File: src/rtl/nwf_pkg.sv
// Constants and types shared by the network word value formatter.
// Assumes a single 250 MHz clock and no software-visible registers.
package nwf_pkg;

  localparam int unsigned NWF_WORD_W   = 16;
  localparam int unsigned NWF_VAL_W    = 32;
  localparam int unsigned NWF_REM_W    = 10;
  localparam int unsigned NWF_CNT_W    = 5;

  // Split point of the decimal format
  localparam logic [31:0] NWF_DEC_BASE  = 32'h0000_03E8;
  // Decimal format limits, -32,768,000 and 32,767,999
  localparam logic [31:0] NWF_DEC_MIN   = 32'hFE0C_0000;
  localparam logic [31:0] NWF_DEC_MAX   = 32'h01F3_FFFF;
  // Last iteration index of the divider
  localparam logic [4:0]  NWF_DIV_LAST  = 5'h1F;
  // Cycles from an accepted decimal request to its answer
  localparam int unsigned NWF_DEC_LAT   = 35;

  localparam logic [31:0] NWF_RST_VAL   = 32'h0000_0000;
  localparam logic [15:0] NWF_RST_WORD  = 16'h0000;

  typedef enum logic {
    NWF_FMT_DEC = 1'b0,
    NWF_FMT_BIN = 1'b1
  } nwf_fmt_t;

  typedef enum logic {
    NWF_ORD_LITTLE = 1'b0,
    NWF_ORD_BIG    = 1'b1
  } nwf_order_t;

  typedef enum logic [1:0] {
    NWF_ST_IDLE = 2'b00,
    NWF_ST_DIV  = 2'b01
  } nwf_state_t;

endpackage

File: src/rtl/nwf_div1k.sv
// Sequential unsigned divider by the decimal split base.
// Assumes start is a one-cycle pulse given only while idle.
`timescale 1ns/1ns
module nwf_div1k
  import nwf_pkg::*;
(
  input  wire logic                           ref_clk,
  input  wire logic                           rst_b,
  input  wire logic                           start,
  input  wire logic [nwf_pkg::NWF_VAL_W-1:0]  dividend,
  output logic      [nwf_pkg::NWF_VAL_W-1:0]  quot,
  output logic      [nwf_pkg::NWF_REM_W-1:0]  rem,
  output logic                                done
);

  typedef struct packed {
    logic                 busy;
    logic [NWF_CNT_W-1:0] cnt;
    logic [NWF_VAL_W-1:0] q;
    logic [NWF_REM_W:0]   r;
    logic                 done;
  } nwf_div_st_t;

  nwf_div_st_t s_ff;
  nwf_div_st_t nxt_s;

  always_comb begin
    logic [NWF_REM_W:0] trial;
    trial      = '0;
    nxt_s      = s_ff;
    nxt_s.done = 1'b0;
    if (start && !s_ff.busy) begin
      nxt_s.busy = 1'b1;
      nxt_s.cnt  = '0;
      nxt_s.q    = dividend;
      nxt_s.r    = '0;
    end else if (s_ff.busy) begin
      // Restoring step: shift in one dividend bit
      trial     = {s_ff.r[NWF_REM_W-1:0], s_ff.q[NWF_VAL_W-1]};
      nxt_s.q   = {s_ff.q[NWF_VAL_W-2:0], 1'b0};
      if (trial >= NWF_DEC_BASE[NWF_REM_W:0]) begin
        trial      = trial - NWF_DEC_BASE[NWF_REM_W:0];
        nxt_s.q[0] = 1'b1;
      end
      nxt_s.r   = trial;
      nxt_s.cnt = s_ff.cnt + 5'h01;
      if (s_ff.cnt == NWF_DIV_LAST) begin
        nxt_s.busy = 1'b0;
        nxt_s.done = 1'b1;
      end
    end
  end

  always_ff @(posedge ref_clk or negedge rst_b) begin
    if (!rst_b) begin
      s_ff <= '0;
    end else begin
      s_ff <= nxt_s;
    end
  end

  assign quot = s_ff.q;
  assign rem  = s_ff.r[NWF_REM_W-1:0];
  assign done = s_ff.done;

endmodule

File: src/rtl/nwf_formatter.sv
// Network word value formatter: 32-bit values to and from word pairs.
// Assumes format and word order inputs are steady around each request.
`timescale 1ns/1ns
// Operation
// - Every value travels in 16-bit words, a wide value in a pair of consecutive words.
// - Decimal format puts the thousands and above in the lower word and the last three digits in the higher word.
// - Decimal format covers -32,768,000 to 32,767,999 inclusive.
// - A value outside the decimal range may leave the two words undefined.
// - Binary format carries the value as a two's-complement number across both words.
// - In binary format little order puts the low half in the lower word, big order the high half.
// - Binary values go back to the host in the same word order the host writes them.
// - Read and write directions each have their own format selection.
module nwf_formatter
  import nwf_pkg::*;
(
  input  wire logic                             ref_clk,
  input  wire logic                             rst_b,
  input  wire nwf_pkg::nwf_fmt_t                rd_fmt,
  input  wire nwf_pkg::nwf_fmt_t                wr_fmt,
  input  wire nwf_pkg::nwf_order_t              word_order,
  input  wire logic                             enc_req,
  input  wire logic [nwf_pkg::NWF_VAL_W-1:0]    enc_value,
  output logic                                  enc_busy,
  output logic                                  enc_valid,
  output logic      [nwf_pkg::NWF_WORD_W-1:0]   enc_word0,
  output logic      [nwf_pkg::NWF_WORD_W-1:0]   enc_word1,
  output logic                                  enc_range_err,
  input  wire logic                             dec_req,
  input  wire logic [nwf_pkg::NWF_WORD_W-1:0]   dec_word0,
  input  wire logic [nwf_pkg::NWF_WORD_W-1:0]   dec_word1,
  output logic                                  dec_valid,
  output logic      [nwf_pkg::NWF_VAL_W-1:0]    dec_value
);

  typedef struct packed {
    nwf_state_t            state;
    logic                  busy;
    logic                  div_start;
    logic [NWF_VAL_W-1:0]  src;
    logic                  src_dec;
    logic                  enc_vld;
    logic [NWF_WORD_W-1:0] w0;
    logic [NWF_WORD_W-1:0] w1;
    logic                  range_err;
    logic                  dec_vld;
    logic [NWF_VAL_W-1:0]  dec_val;
  } nwf_st_t;

  nwf_st_t                s_ff;
  nwf_st_t                nxt_s;
  logic [NWF_VAL_W-1:0]   mag;
  logic [NWF_VAL_W-1:0]   div_quot;
  logic [NWF_REM_W-1:0]   div_rem;
  logic                   div_done;

  // Magnitude of the held value feeds the divider
  assign mag = s_ff.src[NWF_VAL_W-1] ? (NWF_VAL_W)'(-s_ff.src) : s_ff.src;

  nwf_div1k u_div (
    .ref_clk  (ref_clk),
    .rst_b    (rst_b),
    .start    (s_ff.div_start),
    .dividend (mag),
    .quot     (div_quot),
    .rem      (div_rem),
    .done     (div_done)
  );

  always_comb begin
    logic [NWF_WORD_W-1:0] th;
    logic [NWF_WORD_W-1:0] rm;
    logic signed [31:0]    d0;
    logic signed [31:0]    d1;
    th              = '0;
    rm              = '0;
    d0              = '0;
    d1              = '0;
    nxt_s           = s_ff;
    nxt_s.enc_vld   = 1'b0;
    nxt_s.dec_vld   = 1'b0;
    nxt_s.div_start = 1'b0;
    case (s_ff.state)
      NWF_ST_IDLE: begin
        if (enc_req) begin
          nxt_s.src     = enc_value;
          nxt_s.src_dec = (rd_fmt == NWF_FMT_DEC);
          if (rd_fmt == NWF_FMT_BIN) begin
            // Two's-complement halves, order from the shared setting
            if (word_order == NWF_ORD_BIG) begin
              nxt_s.w0 = enc_value[31:16];
              nxt_s.w1 = enc_value[15:0];
            end else begin
              nxt_s.w0 = enc_value[15:0];
              nxt_s.w1 = enc_value[31:16];
            end
            nxt_s.range_err = 1'b0;
            nxt_s.enc_vld   = 1'b1;
          end else begin
            nxt_s.state     = NWF_ST_DIV;
            nxt_s.busy      = 1'b1;
            nxt_s.div_start = 1'b1;
          end
        end
      end
      NWF_ST_DIV: begin
        if (div_done) begin
          th = div_quot[NWF_WORD_W-1:0];
          rm = {6'h00, div_rem};
          // Sign goes to both words
          if (s_ff.src[NWF_VAL_W-1]) begin
            th = (NWF_WORD_W)'(-th);
            rm = (NWF_WORD_W)'(-rm);
          end
          nxt_s.w0        = th;
          nxt_s.w1        = rm;
          // Words are undefined when flagged
          nxt_s.range_err = ($signed(s_ff.src) < $signed(NWF_DEC_MIN)) ||
                            ($signed(s_ff.src) > $signed(NWF_DEC_MAX));
          nxt_s.enc_vld   = 1'b1;
          nxt_s.busy      = 1'b0;
          nxt_s.state     = NWF_ST_IDLE;
        end
      end
      default: begin
        nxt_s.state = NWF_ST_IDLE;
        nxt_s.busy  = 1'b0;
      end
    endcase
    // Host-written words, independent of the read path
    if (dec_req) begin
      if (wr_fmt == NWF_FMT_BIN) begin
        if (word_order == NWF_ORD_BIG) begin
          nxt_s.dec_val = {dec_word0, dec_word1};
        end else begin
          nxt_s.dec_val = {dec_word1, dec_word0};
        end
      end else begin
        d0            = {{16{dec_word0[15]}}, dec_word0};
        d1            = {{16{dec_word1[15]}}, dec_word1};
        nxt_s.dec_val = 32'(d0 * $signed(NWF_DEC_BASE) + d1);
      end
      nxt_s.dec_vld = 1'b1;
    end
  end

  always_ff @(posedge ref_clk or negedge rst_b) begin
    if (!rst_b) begin
      s_ff       <= '0;
      s_ff.state <= NWF_ST_IDLE;
      s_ff.src   <= NWF_RST_VAL;
      s_ff.w0    <= NWF_RST_WORD;
      s_ff.w1    <= NWF_RST_WORD;
    end else begin
      s_ff <= nxt_s;
    end
  end

  assign enc_busy      = s_ff.busy;
  assign enc_valid     = s_ff.enc_vld;
  assign enc_word0     = s_ff.w0;
  assign enc_word1     = s_ff.w1;
  assign enc_range_err = s_ff.range_err;
  assign dec_valid     = s_ff.dec_vld;
  assign dec_value     = s_ff.dec_val;

  // Checks
  logic signed [31:0] recon;
  assign recon = 32'($signed({{16{s_ff.w0[15]}}, s_ff.w0}) * $signed(NWF_DEC_BASE) +
                     $signed({{16{s_ff.w1[15]}}, s_ff.w1}));
endmodule

File: config.mk
export PLATFORM = sky130hd
export DESIGN_NAME = nwf_formatter
export DESIGN_NICKNAME = d
export VERILOG_FILES = /design/src/rtl/nwf_pkg.sv /design/src/rtl/nwf_div1k.sv /design/src/rtl/nwf_formatter.sv
export SDC_FILE = /design/constraint.sdc
export NUM_CORES = 1
export LEC_CHECK = 0
export BUFFER_PORTS_ARGS = -buffer_cell sky130_fd_sc_hd__buf_2
export CAP_MARGIN = 10
export CORE_UTILIZATION = 55
export DETAILED_ROUTE_END_ITERATION = 10
export PLACE_DENSITY_LB_ADDON = 0.3
export SYNTH_ARGS = -nofsm -noshare
export SYNTH_HDL_FRONTEND = slang
export SYNTH_SLANG_ARGS = --single-unit
File: constraint.sdc
create_clock -name ref_clk -period 4.45 [get_ports ref_clk]
set_clock_uncertainty 0.15 [all_clocks]
set_input_delay 0 -clock ref_clk [delete_from_list [all_inputs] [get_ports ref_clk]]
set_output_delay 0 -clock ref_clk [all_outputs]
set_load 0.01 [all_outputs]
==> results by group, run 1 <==
Die
  • Die W: 156.8 microns
  • Starting density of the core: a little under three fifths
  • Row cnt: 56
  • DIE HEIGHT: around 160 microns
  • Total core area: around 23000 sq um
  • IO Pins: 139
  • Die area: 24580 sq um

Detailed routing
  • DR vias/cell: 5.630
  • Vias: 11870
  • 1st-iter DRT viols: 819
  • Final antenna-violating net count: 0
  • Detailed Route WL: 37800 microns
  • Wire per inst: between 15 and 20 microns
  • Drt drc: 0
  • First drt pass iteration count: 5

Placement
  • Detailed Place HPWL: between 20000 and 30000 microns
  • Placed Instances: 1999
  • I/O Buffers: roughly 140
  • Cell Area, Placed: 14860 sq um
  • Gp weighted congestion: 0.8904
  • Setup Slack @ Placement: -1.306 ns

GRT
  • Global-route wire length before repair: 59800 microns
  • Antenna violations before repair: 0
  • Vias in the first global route: 12110
  • Gr ovfl total: 0
  • Global-route usage over all layers: 31.27%
  • Largest net degree at the start of global routing: 85

Finish
  • Post-Layout Cell Count: between 2000 and 2500
  • N_diodes: 0
  • NumNets Final: 2001
  • FILL cells: ~1700
  • Finished Cell Area: 16800 sq um
  • Layout area overhead: 27.53%
  • Share of cells above drive strength 1: 27.43%
  • Final design utilization: 71.59%

Min path
  • Worst hold path class: in2reg
  • Worst Hold Path Cells: 5
  • Hold Startpoint: dec_word0[12]
  • Worst Hold Path EP: dec_value[28]

Clock tree
  • Clk buf depth: 2
  • Root Driver: clkbuf_16
  • Clock H-tree levels: 4
  • Clk_lat worst skew: 0.43 ns
  • CTS tree: done
  • # clock sinks: 150
  • TritonCTS Buffers: 17
  • Reg clk slew, reported paths: 0.07 ns

Logic synthesis
  • Post-synth EDFFs: 0
  • Sequential area share after synthesis: 28.49%
  • Asr flop ratio synth: 100.0%
  • Synthesized flop and latch total: 150
  • Cells after synthesis: 1524
  • Post-Syn Nets: 1748
  • Predominant post-synthesis flop cell: dfrtp_1
  • Cell area after synthesis: 13180 sq um
  • Yosys cell types: 69
  • Mean Syn Cell Area: 8.646 sq um
  • Yosys warning count: 0

STA
  • Tcrit/Tclk final: 114.5%
  • Final setup vio count: 18
  • Max Fclk: 0.1963 GHz
  • Slew Limit Fails: 0
  • Worst slew pin tran: between 1 and 1.5 ns
  • RSZ-0062 raised after global routing: true
  • Min Tclk post-route: 5.094 ns
  • Final worst setup slack: -0.6438 ns
  • Worst slew margin: 28.40%
  • Final hold violations: 0

Power
  • Leakage: 8.181 nW
  • PnR Total Power: between 15 and 20 mW
  • Power density over the cells: 902.9 nW/um^2
  • Maximum vdd drop: between 0.0007 and 0.0008 V

Critical path
  • Reg-to-Reg End: u_div.quot[29]
  • CP peak stage delay: 0.55 ns
  • Worst Path Required: 4.59 ns
  • CP Max Fanout: 4
  • CP Launch Type: input pin
  • Register-to-register setup slack: 1.92 ns
  • Worst r2r src: s_ff[76]
  • Slowest cell on crit path: fa_1
  • Critical path type: in2reg
  • Worst Path Arrival: roughly 5.2 ns
  • Setup crit end kind: flip-flop
  • Worst reg2reg path depth: 6

Run status
  • Status: complete, but fails checks
  • Failing checks: setup timing

Job
  • Max cap viols: 0
[what timing repair did]
action                                  CTS  global route
pin swaps                                74            51
hold endpoints to repair                241             0
gates resized for setup                  78            67
buffers inserted                         16             7
endpoints found under the setup margin   19            21
hold buffers                             57             0
[state kept, by name (all words and copies together), names as in the netlist, 6 cells and up]
signal / flops
s_ff: 34
dec_value: 32
u_div.quot: 32
enc_word0: 16
enc_word1: 16
u_div.rem: 10
u_div.s_ff: 6
[worst max-delay path by stage]
stage / start / to / slack, ns / cells after the start
floorplan: dec_word0[7] / dec_value[27] / -0.77 / 21
global placement: dec_word0[8] / dec_value[27] / -1.12 / 22
detailed placement: dec_word0[8] / dec_value[25] / -1.31 / 25
CTS: dec_word0[7] / dec_value[28] / -0.52 / 23
global route: dec_word0[7] / dec_value[25] / -0.80 / 26
finish: dec_word0[5] / dec_value[25] / -0.64 / 27
[worst max-delay path, delay by kind of cell]
| kind | cells | cell delay (ns) |
|---|---|---|
| and+or+nand+nor | 3 | 0.32 |
| AOI/OAI and AO/OA | 9 | 1.58 |
| xor gates and xnor gates | 2 | 0.33 |
| buffers and inverters | 7 | 0.65 |
| adders and majority gates | 6 | 2.35 |
[per-stage QoR]
| step | setup TNS (ns) | hold slack (ns) |
|---|---|---|
| floorplan | -7.992 | -0.4456 |
| global placement | -17.84 | -0.2060 |
| detailed placement | -20.04 | -0.2064 |
| CTS | -6.633 | 0.008082 |
| global route | -11.75 | 0.02382 |
| finish | -8.085 | 0.02087 |
[area by class of cell]
class | instances | area [sq um] | share of cell area [%]
tap | 319 | 399.1 | 2.375
clock inverter | 12 | 106.4 | 0.6329
timing repair buffer | 367 | 2659 | 15.82
sequential | 150 | 3755 | 22.35
inverter | 174 | 670.6 | 3.991
multi-input combinational | 1067 | 8767 | 52.17
clock buffer | 20 | 446.7 | 2.658
[cells in the final DEF, fill, tap and decap left out, types with 21 or more instances in the layout]
cell and instances:
o221ai_1 28, fa_1 57, mux2i_1 59, nand3_1 21, a21oi_1 37, dlygate4sd3_1 56, nand2_1 214, o21ai_1 30
nor2_1 63, buf_4 163, ha_1 76, o21ai_0 81, a21o_1 22, inv_1 155, dfrtp_1 149, buf_2 130
xnor2_1 41, xor2_1 46
[routing by layer]
| metal | share of wire [%] | up-vias | track usage (%) |
|---|---|---|---|
| met1 | 40 | 5773 | 36.65 |
| met4 | 4.5 | 0 | 16.43 |
| met5 | 0 | - | 0 |
| li1 | - | 5642 | - |
| met2 | 51 | 359 | 55.70 |
| met3 | 4.5 | 99 | 3.932 |
[synthesized netlist by cell type (5+ instances only)]
cell,instances,share of area [%]
o21bai_1,5,0.28
and3_1,7,0.33
ha_1,94,8.9
buf_4,64,3.6
a221o_1,8,0.61
fa_1,59,9.0
inv_1,174,5.0
or3_1,9,0.43
nand3_1,23,0.87
o211ai_1,14,0.80
a311o_1,6,0.46
nor3_1,15,0.57
and2_1,7,0.33
nand2_1,221,6.3
buf_1,11,0.31
o221ai_1,28,1.9
nor2b_1,6,0.28
nor2_1,71,2.0
o21ai_0,103,3.9
mux2i_1,59,4.5
a22oi_1,9,0.51
a21oi_1,59,2.2
a21o_1,22,1.3
a211oi_1,10,0.57
clkbuf_1,51,1.5
xnor2_1,46,3.1
o31ai_1,15,0.85
xor2_1,48,3.2
a41oi_1,8,0.53
nand4_1,9,0.43
a31oi_1,6,0.28
o21ai_1,20,0.76
nor4_1,6,0.28
o21a_1,7,0.40
nand2b_1,12,0.57
dfrtp_1,150,28
[kinds of logic after synthesis]
logic type               share of synthesized area, %
AND/OR/NAND/NOR                                 14.35
AO/OA/AOI/OAI                                   17.34
buffers and inverters                           10.86
adder cells (fa/ha/maj)                         17.89
flip-flops                                      28.49
XOR/XNOR                                        6.248
multiplexers                                    4.824
[power by group]
group	internal (mW)	switching, mW
clock network	0.781	0.583
logic	6.23	5.95
registers	1.51	0.116
Power figures use the tool's default switching activity.
==> run 2, diff against run 1 <==
Settings changed: BUFFER_PORTS_ARGS -buffer_cell sky130_fd_sc_hd__buf_2 to -buffer_cell sky130_fd_sc_hd__clkbuf_2.
==> run 2 against run 1 <==
The flow still finishes with violations (setup timing); cell count is 0.19% lower; clock power is 13% higher; core utilization is 0.57 points higher; first-iteration DRC count is 0.73% lower; highest routed layer unchanged; flip-flop and latch count stayed put; clock-buffer cell count stayed put.
==> results by group, run 2 (synthesis results as in run 1) <==
Clock tree
  • Reg clk slew, reported paths: 0.06 ns (about the same)
  • Clock H-tree levels: 4 (unchanged)
  • CTS tree: done
  • Clk_lat worst skew: 0.44 ns (about the same)
  • Clk buf depth: 2 (unchanged)
  • # clock sinks: 150 (unchanged)
  • TritonCTS Buffers: 17 (unchanged)
  • Root Driver: clkbuf_16

Detailed routing
  • First drt pass iteration count: 6 (+1)
  • M1 wire length: 14920 microns (-0.96%)
  • Vias: 12010 (+1.2%)
  • Wire per inst: 17.97 microns (+0.25%)
  • Drt drc: 0 (unchanged)
  • Final antenna-violating net count: 0 (unchanged)
  • Top layer in use: met4
  • Detailed Route WL: 37830 microns (about the same)
  • DR WL met3: 1864 microns (+9.8%)
  • 1st-iter DRT viols: 813 (-0.73%)
  • Met2 WL post-DR: 19280 microns (-0.38%)
  • DR vias/cell: 5.706 (+1.4%)

STA
  • Final hold violations: 0 (unchanged)
  • Setup TNS: -7.155 ns (+0.9301 ns)
  • RSZ-0062 raised after global routing: true
  • Worst slew pin tran: 1.115 ns (+0.04317 ns)
  • Min Tclk post-route: 5.038 ns (-0.05546 ns)
  • Slew Limit Fails: 0 (unchanged)
  • Final worst setup slack: -0.5883 ns (+0.05546 ns)
  • Tcrit/Tclk final: 113.2% (-1.2 points)
  • Worst slew margin: 25.42% (-3.0 points)
  • Max Fclk: 0.1985 GHz (+1.1%)
  • Final hold slack: 0.007786 ns (-0.01308 ns)
  • Final setup vio count: 17 (-1)

Critical path
  • Worst Path Arrival: 5.20 ns (-0.03 ns)
  • CP Launch Type: input pin
  • CP Max Fanout: 5 (+1)
  • Slowest cell on crit path: fa_1
  • Crit path max-delay family: adder cells
  • WP buf/inv: 8 (+1)
  • Critical path type: in2reg
  • Worst Path Required: 4.62 ns (+0.03 ns)
  • CP peak stage delay: 0.53 ns (-0.02 ns)
  • Setup crit end kind: flip-flop

Placement
  • Setup Slack @ Placement: -1.306 ns (+0.0008300 ns)
  • Gp weighted congestion: 0.8720 (-2.1%)
  • Placed Instances: 1994 (-0.25%)
  • Detailed Place HPWL: 26640 microns (about the same)
  • Cell Area, Placed: 14810 sq um (-0.34%)
  • I/O Buffers: 138 (unchanged)

Finish
  • Most common cell after layout, fill and taps aside: nand2_1
  • Share of cells above drive strength 1: 27.83% (+0.40 points)
  • FILL cells: 1645 (-3.7%)
  • Layout area overhead: 28.53%
  • Most flops, register: s_ff
  • Post-Layout Cell Count: 2105 (-0.19%)
  • Number of flip-flops in the largest register: 34 (unchanged)
  • Final design utilization: 72.15% (+0.57 points)
  • NumNets Final: 1997 (-0.20%)
  • N_diodes: 0 (unchanged)
  • Commonest non-fill, non-tap cells in the layout: nand2_1 (213), buf_4 (158), inv_1 (157), dfrtp_1 (149), clkbuf_2 (131)
  • Finished Cell Area: 16940 sq um (+0.79%)

Die
  • Starting density of the core: 56.14% (unchanged)
  • Die W: 156.8 microns (unchanged)
  • Total core area: 23470 sq um (unchanged)
  • Die area: 24580 sq um (unchanged)
  • DIE HEIGHT: 156.8 microns (unchanged)
  • Row cnt: 56 (unchanged)
  • IO Pins: 139 (unchanged)

GRT
  • Largest net degree at the start of global routing: 60 (-29%)
  • Gr ovfl total: 0 (unchanged)
  • Antenna violations before repair: 0 (unchanged)
  • Global-route wire length before repair: 58230 microns (-2.6%)
  • Global-route usage over all layers: 30.45% (-0.82 points)
  • Vias in the first global route: 11780 (-2.7%)

Power
  • Power density over the cells: 928.4 nW/um^2 (+2.8%)
  • PnR Total Power: 15.72 mW (+3.6%)
  • Maximum vdd drop: 0.0007921 V (+11%)
  • Leakage: 8.291 nW (+1.3%)

Job
  • Max cap viols: 0 (unchanged)

Min path
  • Worst hold path class: in2async

Run status
  • Status: complete, but fails checks
  • Failing checks: setup timing
==> run 2: cell types whose count changed in the layout (fill, tap and decap cells not counted), moves of 3 or more <==
cell | before | now
buf_4 | 163 | 158
buf_6 | 15 | 12
clkbuf_2 | 0 | 131
buf_2 | 130 | 0
o21ai_2 | 8 | 11
bufinv_16 | 1 | 4
o21ai_1 | 30 | 25
==> run 2: final cells by class <==
class                           count  area (sq um)  area share, %
Sequential cell                   150          3755          22.17
Inverter                          174         668.1          3.945
Clock buffer                       20         446.7          2.637
Multi-Input combinational cell   1067          8853          52.28
Clock inverter                     12         176.4          1.042
Tap cell                          319         399.1          2.357
Timing Repair Buffer              363          2638          15.57
==> run 2: tightest hold or removal path, cell delays in order <==
cell and delay, ns:
dlygate4sd3_1 0.55, buf_6 0.16, buf_16 0.26
==> run 2: worst paths after layout <==
check	startpoint	depth (start not counted)	slack, ns	endpoint
max reg2reg	s_ff[76]	6	1.90	u_div.quot[29]
max in group asynchronous	rst_b	3	3.50	u_div.s_ff[49]
max	dec_word0[9]	26	-0.59	dec_value[31]
min	rst_b	3	0.008	enc_word0[13]
min in group ref_clk	dec_word0[12]	5	0.02	dec_value[28]
min reg2reg	u_div.quot[23]	2	0.33	u_div.quot[24]
==> run 2: repair_timing <==
| item | CTS | global route |
|---|---|---|
| buffers inserted | 14 | 10 |
| hold buffers | 57 | 0 |
| pin swaps | 62 | 63 |
| hold endpoints to repair | 142 | 0 |
| endpoints found under the setup margin | 19 | 21 |
| gates resized for setup | 58 | 96 |
==> run 2: metal layers <==
| metal | vias up | GRT usage [%] |
|---|---|---|
| li1 | 5638 | - |
| met1 | 5842 | 35.59 |
| met2 | 432 | 54.75 |
| met3 | 99 | 4.099 |
| met4 | 0 | 14.66 |
| met5 | - | 0 |
==> run 2: where the power goes <==
| part | switching (mW) | internal (mW) |
|---|---|---|
| clock | 0.584 | 0.953 |
| sequential | 0.117 | 1.51 |
| combinational | 6.16 | 6.40 |
| total | 6.86 | 8.86 |
==> run 3, diff against run 2 <==
Settings changed: HOLD_SLACK_MARGIN from default to 0.12.
==> run 3 against run 2 <==
The run still ends with setup timing left; global-route usage rose by 0.93 points; first-iteration DRC count rose by 13%; sequential power barely moved; die area did not move; combinational power fell by 3%; maximum frequency fell by 2.5%; clock power barely moved; cell count rose by 1.9%; routed wire length rose by 1.8%; critical endpoint unchanged; highest routed layer unchanged.
==> results by group, run 3 (synthesis results as in run 1) <==
STA
  • Final hold violations: 0 (unchanged)
  • Worst slew margin: 25.22% (-0.19 points)
  • Tcrit/Tclk final: 116.1% (+2.9 points)
  • Setup TNS: -8.865 ns (-1.710 ns)
  • Final worst setup slack: -0.7171 ns (-0.1288 ns)
  • Slew Limit Fails: 0 (unchanged)
  • Min Tclk post-route: 5.167 ns (+0.1288 ns)
  • Worst slew pin tran: 1.118 ns (+0.002885 ns)
  • Final setup vio count: 18 (+1)
  • Final hold slack: 0.1355 ns (+0.1277 ns)
  • RSZ-0062 raised after global routing: true
  • Max Fclk: 0.1935 GHz (-2.5%)

Finish
  • FILL cells: 1604 (-2.5%)
  • Finished Cell Area: 17230 sq um (+1.8%)
  • Share of cells above drive strength 1: 26.66% (-1.2 points)
  • Commonest non-fill, non-tap cells in the layout: nand2_1 (214), inv_1 (157), buf_4 (157), dfrtp_1 (149), clkbuf_2 (131)
  • NumNets Final: 2038 (+2.1%)
  • Final design utilization: 73.42% (+1.3 points)
  • Post-Layout Cell Count: 2146 (+1.9%)
  • Layout area overhead: 30.79%
  • Number of flip-flops in the largest register: 34 (unchanged)
  • N_diodes: 0 (unchanged)
  • Most common cell after layout, fill and taps aside: nand2_1
  • Most flops, register: s_ff

Placement
  • Gp weighted congestion: 0.8720 (unchanged)
  • Detailed Place HPWL: 26640 microns (unchanged)
  • I/O Buffers: 138 (unchanged)
  • Setup Slack @ Placement: -1.306 ns (unchanged)
  • Placed Instances: 1994 (unchanged)
  • Cell Area, Placed: 14810 sq um (unchanged)

Critical path
  • WP buf/inv: 8 (unchanged)
  • Setup crit start: dec_word0[5]
  • Register-to-register setup slack: 1.92 ns (+0.02 ns)
  • CP Launch Type: input pin
  • Worst reg2reg path depth: 6 (unchanged)
  • CP Max Fanout: 5 (unchanged)
  • Slowest cell on crit path: fa_1
  • Setup crit end kind: flip-flop
  • Reg-to-Reg End: u_div.quot[29]
  • CP peak stage delay: 0.53 ns (about the same)
  • Crit path max-delay family: adder cells
  • Worst Path Arrival: 5.33 ns (+0.13 ns)
  • Worst r2r src: s_ff[76]
  • Worst Path Required: 4.61 ns (about the same)
  • Critical path type: in2reg

Detailed routing
  • Drt drc: 0 (unchanged)
  • DR vias/cell: 5.684 (-0.38%)
  • 1st-iter DRT viols: 917 (+13%)
  • Vias: 12200 (+1.6%)
  • First drt pass iteration count: 5 (-1)
  • Detailed Route WL: 38490 microns (+1.8%)
  • Wire per inst: 17.94 microns (-0.19%)
  • Final antenna-violating net count: 0 (unchanged)

Clock tree
  • Clock H-tree levels: 4 (unchanged)
  • # clock sinks: 150 (unchanged)
  • CTS tree: done
  • Reg clk slew, reported paths: 0.07 ns (about the same)
  • Root Driver: clkbuf_16
  • TritonCTS Buffers: 17 (unchanged)
  • Clk buf depth: 2 (unchanged)
  • Clk_lat worst skew: 0.43 ns (about the same)

GRT
  • Antenna violations before repair: 0 (unchanged)
  • Global-route usage over all layers: 31.39% (+0.93 points)
  • Gr ovfl total: 0 (unchanged)
  • Vias in the first global route: 12140 (+3.0%)
  • Largest net degree at the start of global routing: 60 (unchanged)
  • Global-route wire length before repair: 59960 microns (+3.0%)

Min path
  • Worst Hold Path EP: s_ff[68]
  • Worst hold path class: in2reg
  • Hold Startpoint: enc_req
  • Worst Hold Path Cells: 4

Run status
  • Failing checks: setup timing
  • Status: complete, but fails checks

Die
  • Row cnt: 56 (unchanged)
  • Starting density of the core: 56.14% (unchanged)
  • Total core area: 23470 sq um (unchanged)
  • Die W: 156.8 microns (unchanged)
  • IO Pins: 139 (unchanged)
  • Die area: 24580 sq um (unchanged)
  • DIE HEIGHT: 156.8 microns (unchanged)

Job
  • Max cap viols: 0 (unchanged)

Power
  • Maximum vdd drop: 0.0007717 V (-2.6%)
  • PnR Total Power: 15.36 mW (-2.3%)
  • Leakage: 8.398 nW (+1.3%)
  • Power density over the cells: 891.6 nW/um^2 (-4.0%)
run 3: worst reg2reg max path: stages (launching register included):
cell	delay (ns)
dfrtp_1	0.43
or4_4	0.59
nor4_4	0.43
nand4_2	0.25
o31ai_2	0.28
xor2_1	0.20
o21ai_1	0.07
run 3: area by class of cell:
type | count | area, sq um | share of cell area, %
clock buffer | 20 | 446.7 | 2.592
inverter | 174 | 668.1 | 3.877
clock inverter | 12 | 176.4 | 1.024
multi-input combinational | 1067 | 8731 | 50.66
timing repair buffer | 404 | 3057 | 17.74
sequential | 150 | 3755 | 21.79
tap | 319 | 399.1 | 2.316
run 3: power by group:
| group | switching (mW) | total [mW] | internal, mW |
|---|---|---|---|
| sequential | 0.118 | 1.63 | 1.51 |
| clock | 0.581 | 1.54 | 0.954 |
| combinational | 5.93 | 12.2 | 6.27 |
| total | 6.63 | 15.4 | 8.73 |
run 3: metal layers:
layer  vias to the layer above  wire (microns)  GRT usage, %
li1                       5712               -             -
met1                      5913           14910         36.24
met2                       447           19670         55.79
met3                       126            1927         4.708
met4                         0            1980         16.85
met5                         -               0             0
run 3: worst max-delay path by stage:
| stage | endpoint | slack, ns | depth (start not counted) |
|---|---|---|---|
| 6_report | dec_value[31] | -0.72 | 26 |
| 4_1_cts | dec_value[31] | -0.57 | 23 |
| 5_1_grt | dec_value[31] | -0.81 | 26 |
| 3_5_place_dp | dec_value[31] | -1.31 | 24 |
| 2_1_floorplan | dec_value[27] | -0.77 | 21 |
| 3_3_place_gp | dec_value[28] | -1.13 | 22 |
run 3: what timing repair did:
item / CTS / global route
endpoints found under the setup margin: 19 / 21
pin swaps: 62 / 55
endpoints found under the hold margin: 248 / 0
setup buffers: 14 / 13
hold buffers: 94 / 0
resized for setup: 58 / 84
